`config.mk`:
```
export PLATFORM = sky130hd
export DESIGN_NAME = ufc_top
export DESIGN_NICKNAME = d
export VERILOG_FILES = /design/src/design/ufc_fifo.v /design/src/design/ufc_rx_tx_threshold.v /design/src/design/ufc_top.v
export VERILOG_INCLUDE_DIRS = /design/src /design/src/design
export SDC_FILE = /design/constraint.sdc
export NUM_CORES = 1
export LEC_CHECK = 0
export BUFFER_PORTS_ARGS = -buffer_cell sky130_fd_sc_hd__buf_2
export CORE_AREA = 2 2 196 150
export CTS_BUF_LIST = sky130_fd_sc_hd__clkbuf_4
export DETAILED_ROUTE_END_ITERATION = 8
export DIE_AREA = 0 0 198 152
export GPL_TIMING_DRIVEN = 0
export HOLD_SLACK_MARGIN = 0.03
export PLACE_DENSITY_LB_ADDON = 0.08
export SLEW_MARGIN = 30
export SYNTH_ARGS = -nofsm -noshare
export SYNTH_HDL_FRONTEND = slang
export SYNTH_SLANG_ARGS = --single-unit
```
`constraint.sdc`:
```
create_clock -name clk_i -period 3.2 [get_ports clk_i]
set_input_delay 0.32 -clock clk_i [delete_from_list [all_inputs] [get_ports clk_i]]
set_output_delay 0.32 -clock clk_i [all_outputs]
set_load 0.02 [all_outputs]
```
`src/design/ufc_regs.vh`:
```
// register map, field positions, reset values and trigger levels of the uart fifo control block
`ifndef UFC_REGS_VH
`define UFC_REGS_VH

// word indices, byte address is four times the index
`define UFC_IDX_DATA 6'h00
`define UFC_IDX_CTRL 6'h02
`define UFC_IDX_STAT 6'h08

// fifo_control write fields
`define UFC_F_QUEUE_ON 0
`define UFC_F_RX_FLUSH 1
`define UFC_F_TX_FLUSH 2
`define UFC_F_DMA_ON 3
`define UFC_F_THR_LO 6
`define UFC_F_THR_HI 7

// queue_state read codes
`define UFC_QS_OFF 2'b00
`define UFC_QS_RX_OFF 2'b10
`define UFC_QS_ON 2'b11

// trigger codes and fill levels
`define UFC_RX_TX_THRESHOLD_1 2'b00
`define UFC_RX_TX_THRESHOLD_4 2'b01
`define UFC_RX_TX_THRESHOLD_8 2'b10
`define UFC_RX_TX_THRESHOLD_14 2'b11
`define UFC_LVL_1 5'h01
`define UFC_LVL_4 5'h04
`define UFC_LVL_8 5'h08
`define UFC_LVL_14 5'h0e
`define UFC_LVL_RX_OFF 5'h01
`define UFC_LVL_TX_OFF 5'h00

// status word fields
`define UFC_S_TX_LVL 0
`define UFC_S_RX_LVL 8
`define UFC_S_TX_DMA 16
`define UFC_S_RX_DMA 17
`define UFC_S_RX_IRQ 18
`define UFC_S_TX_BUSY 19
`define UFC_S_RX_AVAIL 20
`define UFC_S_DMA_ON 21
`define UFC_S_THR_LO 22
`define UFC_S_THR_HI 23

// byte lane of control fields and tx data, word select in the byte address
`define UFC_LANE_LO 0
`define UFC_LANE_HI 7
`define UFC_ADR_IDX_LO 2
`define UFC_ADR_IDX_HI 7

// reset values
`define UFC_RST_BYTE 8'h00
`define UFC_RST_THR 2'b00
`define UFC_RST_BIT 1'b0
`define UFC_ZERO32 32'h0000_0000

`endif

```
`src/design/ufc_fifo.v`:
```
// flip-flop fifo with flush and a one-deep holding mode
`timescale 1ns/1ps
`default_nettype none
module ufc_fifo #(
   parameter WIDTH = 8,
   parameter DEPTH = 16,
   parameter AW = 4
) (
   input wire clk_i,
   input wire rst_i,
   input wire flush_i,
   input wire one_deep_i,
   input wire in_valid_i,
   input wire [WIDTH-1:0] in_data_i,
   output reg in_ready_o,
   output wire out_valid_o,
   output wire [WIDTH-1:0] out_data_o,
   input wire out_ready_i,
   output reg [AW:0] level_o
);
   reg [WIDTH-1:0] mem [0:DEPTH-1];
   reg [AW-1:0] wr_ptr;
   reg [AW-1:0] rd_ptr;
   wire push;
   wire pop;
   wire [AW:0] cap;
   wire [AW:0] next_level;

   assign push = in_valid_i & in_ready_o;
   assign pop = out_valid_o & out_ready_i;
   assign out_valid_o = (level_o != {(AW+1){1'b0}});
   assign out_data_o = mem[rd_ptr];
   assign cap = one_deep_i ? {{AW{1'b0}}, 1'b1} : DEPTH[AW:0];
   assign next_level = level_o + {{AW{1'b0}}, push} - {{AW{1'b0}}, pop};

   // ready is registered from the next level against the current cap, so one push can still pass in the cycle after the cap drops
   always @(posedge clk_i) begin
      if (rst_i || flush_i) begin
         wr_ptr <= {AW{1'b0}};
         rd_ptr <= {AW{1'b0}};
         level_o <= {(AW+1){1'b0}};
         in_ready_o <= 1'b0;
      end else begin
         if (push) begin
            wr_ptr <= wr_ptr + {{(AW-1){1'b0}}, 1'b1};
         end
         if (pop) begin
            rd_ptr <= rd_ptr + {{(AW-1){1'b0}}, 1'b1};
         end
         level_o <= next_level;
         in_ready_o <= (next_level < cap);
      end
   end

   always @(posedge clk_i) begin
      if (push) begin
         mem[wr_ptr] <= in_data_i;
      end
   end
endmodule
`default_nettype wire

```
`src/design/ufc_rx_tx_threshold.v`:
```
// trigger level decode and fill comparison for one fifo
`timescale 1ns/1ps
`default_nettype none
`include "ufc_regs.vh"
module ufc_rx_tx_threshold (
   input wire [1:0] code_i,
   input wire deep_i,
   input wire [4:0] off_level_i,
   input wire [4:0] level_i,
   output wire at_least_o,
   output wire at_most_o
);
   reg [4:0] thr;

   always @* begin
      if (!deep_i) begin
         thr = off_level_i;
      end else begin
         case (code_i)
            `UFC_RX_TX_THRESHOLD_1: thr = `UFC_LVL_1;
            `UFC_RX_TX_THRESHOLD_4: thr = `UFC_LVL_4;
            `UFC_RX_TX_THRESHOLD_8: thr = `UFC_LVL_8;
            `UFC_RX_TX_THRESHOLD_14: thr = `UFC_LVL_14;
            default: thr = `UFC_LVL_1;
         endcase
      end
   end

   assign at_least_o = (level_i >= thr);
   assign at_most_o = (level_i <= thr);
endmodule
`default_nettype wire

```
`src/design/ufc_top.v`:
```
// uart fifo control: control register, tx and rx fifos, triggers and dma requests
//
// What this block does
// - code 00: rx trigger 1, tx at most 1
// - code 01: rx trigger 4, tx at most 4
// - code 10: rx trigger 8, tx at most 8
// - code 11: rx trigger 14, tx at most 14
// - trigger field applies only with fifos enabled
// - dma requests only while dma enable set, registered one cycle behind it
// - tx flush empties tx fifo, resets pointers
// - rx flush empties data and error fifo
// - writing zero to flush bits changes nothing
// - enable clear: one-byte holding buffers both ways
// - enable set: fifos on, rx off in multidrop
// - control fields write-only, reset zero, reserved zero
// - queue state reads 00, 10 or 11
`timescale 1ns/1ps
`default_nettype none
`include "ufc_regs.vh"
module ufc_top #(
   parameter DEPTH = 16,
   parameter AW = 4,
   parameter ERR_W = 3
) (
   input wire clk_i,
   input wire rst_i,
   input wire wb_cyc_i,
   input wire wb_stb_i,
   input wire wb_we_i,
   input wire [7:0] wb_adr_i,
   input wire [3:0] wb_sel_i,
   input wire [31:0] wb_dat_i,
   output reg [31:0] wb_dat_o,
   output reg wb_ack_o,
   input wire modem_ctrl_multidrop_i,
   output reg tx_valid_o,
   output reg [7:0] tx_data_o,
   input wire tx_ready_i,
   input wire rx_valid_i,
   input wire [7:0] rx_data_i,
   input wire [ERR_W-1:0] rx_err_i,
   output wire rx_ready_o,
   output reg rx_data_irq_o,
   output reg rx_dma_req_o,
   output reg tx_dma_req_o
);

   ////////////////////////////////////////////////////////////////////////
   // internal copies of the write-only settings

   reg queue_on;
   reg dma_on;
   reg [1:0] rx_tx_threshold;
   reg tx_flush;
   reg rx_flush;

   wire [1:0] queue_state;
   wire tx_deep;
   wire rx_deep;

   ////////////////////////////////////////////////////////////////////////
   // fifo wires

   wire tx_in_ready;
   wire tx_out_valid;
   wire [7:0] tx_out_data;
   wire tx_pop;
   wire [AW:0] tx_level;

   wire rx_out_valid;
   wire [ERR_W+7:0] rx_out_data;
   wire rx_pop;
   wire [AW:0] rx_level;

   wire rx_hit;
   wire tx_hit;

   ////////////////////////////////////////////////////////////////////////
   // bus decode

   wire [5:0] idx;
   wire req;
   wire hit_data;
   wire hit_ctrl;
   wire hit_stat;
   wire tx_push_req;
   wire take;
   wire ctrl_wr;
   wire data_rd;
   reg [31:0] next_dat;
   reg [31:0] status_word;

   assign idx = wb_adr_i[`UFC_ADR_IDX_HI:`UFC_ADR_IDX_LO];
   assign req = wb_cyc_i & wb_stb_i & ~wb_ack_o;
   assign hit_data = (idx == `UFC_IDX_DATA);
   assign hit_ctrl = (idx == `UFC_IDX_CTRL);
   assign hit_stat = (idx == `UFC_IDX_STAT);

   // a data write into a full tx fifo waits for room instead of dropping
   assign tx_push_req = req & wb_we_i & hit_data & wb_sel_i[0];
   assign take = req & ~(tx_push_req & ~tx_in_ready);
   assign ctrl_wr = take & wb_we_i & hit_ctrl & wb_sel_i[0];
   assign data_rd = take & ~wb_we_i & hit_data;

   ////////////////////////////////////////////////////////////////////////
   // mode selection

   assign tx_deep = queue_on;
   assign rx_deep = queue_on & ~modem_ctrl_multidrop_i;

   assign queue_state = ~queue_on ? `UFC_QS_OFF :
                        (modem_ctrl_multidrop_i ? `UFC_QS_RX_OFF : `UFC_QS_ON);

   ////////////////////////////////////////////////////////////////////////
   // control register

   always @(posedge clk_i) begin
      if (rst_i) begin
         queue_on <= `UFC_RST_BIT;
         dma_on <= `UFC_RST_BIT;
         rx_tx_threshold <= `UFC_RST_THR;
         tx_flush <= `UFC_RST_BIT;
         rx_flush <= `UFC_RST_BIT;
      end else begin
         // flushes last one cycle and are never stored
         tx_flush <= 1'b0;
         rx_flush <= 1'b0;
         if (ctrl_wr) begin
            queue_on <= wb_dat_i[`UFC_F_QUEUE_ON];
            dma_on <= wb_dat_i[`UFC_F_DMA_ON];
            rx_tx_threshold <= wb_dat_i[`UFC_F_THR_HI:`UFC_F_THR_LO];
            // the enable written in the same word decides validity,
            // a zero bit leaves the fifo alone
            tx_flush <= wb_dat_i[`UFC_F_TX_FLUSH] & wb_dat_i[`UFC_F_QUEUE_ON];
            rx_flush <= wb_dat_i[`UFC_F_RX_FLUSH] & wb_dat_i[`UFC_F_QUEUE_ON];
         end
      end
   end

   ////////////////////////////////////////////////////////////////////////
   // status word: software cannot read the write-only fields back,
   // so the dma enable, the trigger code and the fill levels show here instead

   always @* begin
      status_word = `UFC_ZERO32;
      status_word[`UFC_S_TX_LVL+AW:`UFC_S_TX_LVL] = tx_level;
      status_word[`UFC_S_RX_LVL+AW:`UFC_S_RX_LVL] = rx_level;
      status_word[`UFC_S_TX_DMA] = tx_dma_req_o;
      status_word[`UFC_S_RX_DMA] = rx_dma_req_o;
      status_word[`UFC_S_RX_IRQ] = rx_data_irq_o;
      status_word[`UFC_S_TX_BUSY] = tx_valid_o;
      status_word[`UFC_S_RX_AVAIL] = rx_out_valid;
      status_word[`UFC_S_DMA_ON] = dma_on;
      status_word[`UFC_S_THR_HI:`UFC_S_THR_LO] = rx_tx_threshold;
   end

   ////////////////////////////////////////////////////////////////////////
   // read data mux, write-only fields read as zero

   always @* begin
      next_dat = `UFC_ZERO32;
      if (hit_ctrl) begin
         next_dat[`UFC_F_THR_HI:`UFC_F_THR_LO] = queue_state;
      end else if (hit_data) begin
         if (rx_out_valid) begin
            next_dat[ERR_W+7:0] = rx_out_data;
         end
      end else if (hit_stat) begin
         next_dat = status_word;
      end
   end

   ////////////////////////////////////////////////////////////////////////
   // bus answer, unmapped words ack with zero

   always @(posedge clk_i) begin
      if (rst_i) begin
         wb_ack_o <= 1'b0;
         wb_dat_o <= `UFC_ZERO32;
      end else begin
         wb_ack_o <= take;
         if (take && !wb_we_i) begin
            wb_dat_o <= next_dat;
         end
      end
   end

   ////////////////////////////////////////////////////////////////////////
   // transmit fifo and output holding stage

   ufc_fifo #(
      .WIDTH(8),
      .DEPTH(DEPTH),
      .AW(AW)
   ) u_tx_fifo (
      .clk_i(clk_i),
      .rst_i(rst_i),
      .flush_i(tx_flush),
      .one_deep_i(~tx_deep),
      .in_valid_i(tx_push_req & take),
      .in_data_i(wb_dat_i[`UFC_LANE_HI:`UFC_LANE_LO]),
      .in_ready_o(tx_in_ready),
      .out_valid_o(tx_out_valid),
      .out_data_o(tx_out_data),
      .out_ready_i(tx_pop),
      .level_o(tx_level)
   );

   // the holding stage keeps tx_data_o on a flop; it is one byte beyond the fifo
   assign tx_pop = tx_out_valid & (~tx_valid_o | tx_ready_i) & ~tx_flush;

   always @(posedge clk_i) begin
      if (rst_i) begin
         tx_valid_o <= 1'b0;
         tx_data_o <= `UFC_RST_BYTE;
      end else if (tx_flush) begin
         tx_valid_o <= 1'b0;
      end else if (tx_pop) begin
         tx_valid_o <= 1'b1;
         tx_data_o <= tx_out_data;
      end else if (tx_ready_i) begin
         tx_valid_o <= 1'b0;
      end
   end

   ////////////////////////////////////////////////////////////////////////
   // receive fifo, error bits travel beside each byte

   ufc_fifo #(
      .WIDTH(ERR_W + 8),
      .DEPTH(DEPTH),
      .AW(AW)
   ) u_rx_fifo (
      .clk_i(clk_i),
      .rst_i(rst_i),
      .flush_i(rx_flush),
      .one_deep_i(~rx_deep),
      .in_valid_i(rx_valid_i),
      .in_data_i({rx_err_i, rx_data_i}),
      .in_ready_o(rx_ready_o),
      .out_valid_o(rx_out_valid),
      .out_data_o(rx_out_data),
      .out_ready_i(rx_pop),
      .level_o(rx_level)
   );

   assign rx_pop = data_rd & rx_out_valid;

   ////////////////////////////////////////////////////////////////////////
   // triggers

   ufc_rx_tx_threshold u_rx_rx_tx_threshold (
      .code_i(rx_tx_threshold),
      .deep_i(rx_deep),
      .off_level_i(`UFC_LVL_RX_OFF),
      .level_i(rx_level),
      .at_least_o(rx_hit),
      .at_most_o()
   );

   ufc_rx_tx_threshold u_tx_rx_tx_threshold (
      .code_i(rx_tx_threshold),
      .deep_i(tx_deep),
      .off_level_i(`UFC_LVL_TX_OFF),
      .level_i(tx_level),
      .at_least_o(),
      .at_most_o(tx_hit)
   );

   ////////////////////////////////////////////////////////////////////////
   // interrupt condition and dma requests, one cycle behind the levels

   always @(posedge clk_i) begin
      if (rst_i) begin
         rx_data_irq_o <= 1'b0;
         rx_dma_req_o <= 1'b0;
         tx_dma_req_o <= 1'b0;
      end else begin
         rx_data_irq_o <= rx_hit;
         rx_dma_req_o <= rx_hit & dma_on;
         tx_dma_req_o <= tx_hit & dma_on;
      end
   end

endmodule
`default_nettype wire
```
==> flow_summary.yaml <==
clocking:
  cts_root_buffer: "clkbuf_4"
  clk_pin_slew_ps: 70
  cts_buffers: 88
  insertion_delay_ps: 720
  cts_tree: "done"
  htree_levels: 3
  clock_sinks: 376
  clk_path_buf_depth: 3
placed_design:
  dp_hpwl_um: 23000
  gp_congestion: 0.787
  dp_cells: 1386
  place_ws_ps: -701
  portBuffers: 68
worst_setup_path:
  critPathRequiredTime_ps: 3780
  startpoint_type: "flop"
  crit_path_end_kind: "flop"
  worstSetupPathType: "reg2reg"
  arrival_ps: 3690
  timing.rr.start: "u_rx_fifo.level_o[3]"
  startpoint: "u_rx_fifo.level_o[3]"
  critPathMaxFanout: 2
route:
  wire_per_inst_um: 21.8
  dr.pass1.iters: 8
  drc_errors: 0
  drt_iter0_markers: 780
  vias_per_cell: 5.54
  final_antenna_net_count: 0
  wirelength_um: 34400
  vias: 8759
synth:
  synth_cells: 908
  netlist_area_um2: 15300
  post_synth.cell_area_avg_um2: 16.8
  synth_flop_cell: "edfxtp_1"
  synth.distinct_cells: 55
  ys_seq_elements: 376
  yosysWarnings: 0
  synthArstFlopShare: 0
  synth_top_area_frac: 0.597
  ys_seq_area_frac: 0.691
  synth_edf_count: 304
  netlist_top_cells_area: "edfxtp_1 60%, mux4_2 11%, dfxtp_1 9.4%, ha_1 2.6%, mux2i_1 1.6%"
  synth_top_area_cell: "edfxtp_1"
floorplanning:
  coreArea_um2: 28400
  std_cell_rows: 54
  initial_core_util: 0.537
  io_pins: 109
  die_area_um2: 30100
  dieWidth_um: 198
  chipHeight_um: 152
sta:
  rsz0062_at_grt: "yes"
  worst-slew-pin-transition_ps: 928
  skew_ps: 38.3
  maxSlewHeadroom: 0.378
  slew_viol_final: 0
  fin_hold_ws_ps: 103
  fin_crit_ps: 3100
  worst_slack_ps: 96.3
  setup_viol: 0
  finalHoldViolations: 0
  max_clock_freq_mhz: 322
  fin_crit_sh: 0.970
power_and_ir_drop:
  p_leak_uw: 0.00619
  total_power_uw: 11300
  ir_drop_mv: 0.287
  power.density_nw_per_um2: 631
finish:
  nets: 1215
  num-fill-cells: 2113
  drive_above_1_share: 0.350
  final_cells: 1580
  area_growth_pct: 17.5
worst_hold_path:
  hp-class: "in2reg"
  min_from: "wb_adr_i[2]"
grt:
  grt_usage: 0.236
  grt_max_degree: 19
  grt_pass1_vias: 8753
  grt_first_pass_wirelength_um: 52100
  overflow: 0
  antenna_found_initial: 2
outcome:
  status: "complete, no violations"
job:
  drv_cap: 0
flip-flops by register name, indices dropped and copies added, names as in the netlist, 2 cells and up, named ones only:
signal	flops
rx_tx_threshold	2
tx_data_o	8
u_rx_fifo.level_o	5
u_rx_fifo.mem	176
u_rx_fifo.rd_ptr	4
u_rx_fifo.wr_ptr	4
u_tx_fifo.level_o	5
u_tx_fifo.mem	128
u_tx_fifo.rd_ptr	4
u_tx_fifo.wr_ptr	4
wb_dat_o	21
critical path, stage by stage (launching register included):
cell and delay [ps]:
dfxtp_4 350, inv_2 50, ha_4 150, nor4b_4 120
or3_4 360, nor2_4 150, ha_4 220, inv_2 60
ha_4 120, inv_2 30, fa_2 340, inv_2 60
a21oi_2 50, o21bai_1 180, xnor2_1 180, ha_1 300
a211oi_4 270
stage by stage:
step / util / TNS [ps] / cell area (µm²)
6_report: 0.631 / 0 / 18000
5_1_grt: 0.631 / -58.1 / 18000
4_1_cts: 0.629 / -86.6 / 17900
3_5_place_dp: 0.574 / -1890 / 16300
3_3_place_gp: 0.569 / -12240 / 16200
2_1_floorplan: - / -74.3 / 15300
report_power, final:
| part | internal (µW) | leakage (µW) | switching, µW |
|---|---|---|---|
| logic | 761 | 0.00216 | 960 |
| clock network | 2210 | 0.000708 | 1810 |
| registers | 5450 | 0.00332 | 137 |
| total | 8420 | 0.00619 | 2910 |
Yosys cell counts, drive strengths merged (8+ instances only):
cell type / n
mux2i: 24
inv: 28
a221oi: 8
edfxtp: 304
mux4: 74
ha: 32
xor2: 11
and2: 12
nand3b: 10
a21oi: 16
nor3: 11
clkbuf: 31
nor2: 61
o221ai: 8
dfxtp: 72
buf: 27
mux2: 12
nand2: 64
xnor2: 9
a211oi: 11
nand3: 14
per-layer routing:
layer | share of wire | global-route usage | wire, µm | vias up
li1 | - | - | - | 3970
met1 | 0.49 | 0.381 | 16800 | 4434
met2 | 0.42 | 0.318 | 14500 | 317
met3 | 0.076 | 0.0582 | 2630 | 38
met4 | 0.013 | 0.0687 | 444 | 0
met5 | 0 | 0 | 0 | -
cell usage in the layout (no fill, tap or decap), drive strengths merged, types with 12 or more instances in the layout:
master       instances
ha                  32
dlygate4sd3         23
edfxtp             304
clkbuf             169
dfxtp               72
mux4                74
a21oi               16
mux2                12
nor2                61
mux2i               24
inv                 29
buf                115
nand2               64
clkinv              15
nand3               14
and2                12
final timing paths:
check | end | slack [ps] | cells past startpoint
worst max-delay path | u_rx_fifo.in_ready_o | 100 | 16
worst min register to register | wb_dat_o[18] | 450 | 2
worst max register to register | u_rx_fifo.in_ready_o | 100 | 16
worst min-delay path | wb_dat_o[6] | 100 | 4
timing repair:
action / 4_1_cts / 5_1_grt
hold buffers: 23 / 0
pin swaps: 11 / 13
buffers inserted: 8 / 5
resized for setup: 25 / 8
endpoints found under the hold margin: 292 / 0
setup endpoints to repair: 3 / 2
cells by family (layout without fill, tap and decap cells):
logic type,after synthesis,count (layout),synth area share
DFF,376,376,0.691
and+or+nand+nor,213,213,0.0729
muxes,110,110,0.134
buffers and inverters,87,355,0.0255
AOI/OAI and AO/OA,67,67,0.0360
adders and majority gates,34,34,0.0288
xor gates and xnor gates,20,20,0.0115
other,1,13,0.000245
area by class of cell:
| type | count | area, µm² | area share |
|---|---|---|---|
| flip-flops and latches | 376 | 10600 | 0.590 |
| multi-input cells | 455 | 4560 | 0.254 |
| clock buffers | 139 | 1040 | 0.0581 |
| repair buffers | 112 | 736 | 0.0410 |
| well taps | 392 | 490 | 0.0273 |
| plain buffers | 56 | 272 | 0.0151 |
| clock inverters | 19 | 154 | 0.00857 |
| inverters | 29 | 114 | 0.00634 |
| diodes | 2 | 5.00 | 0.000279 |
Power figures use the tool's default switching activity.
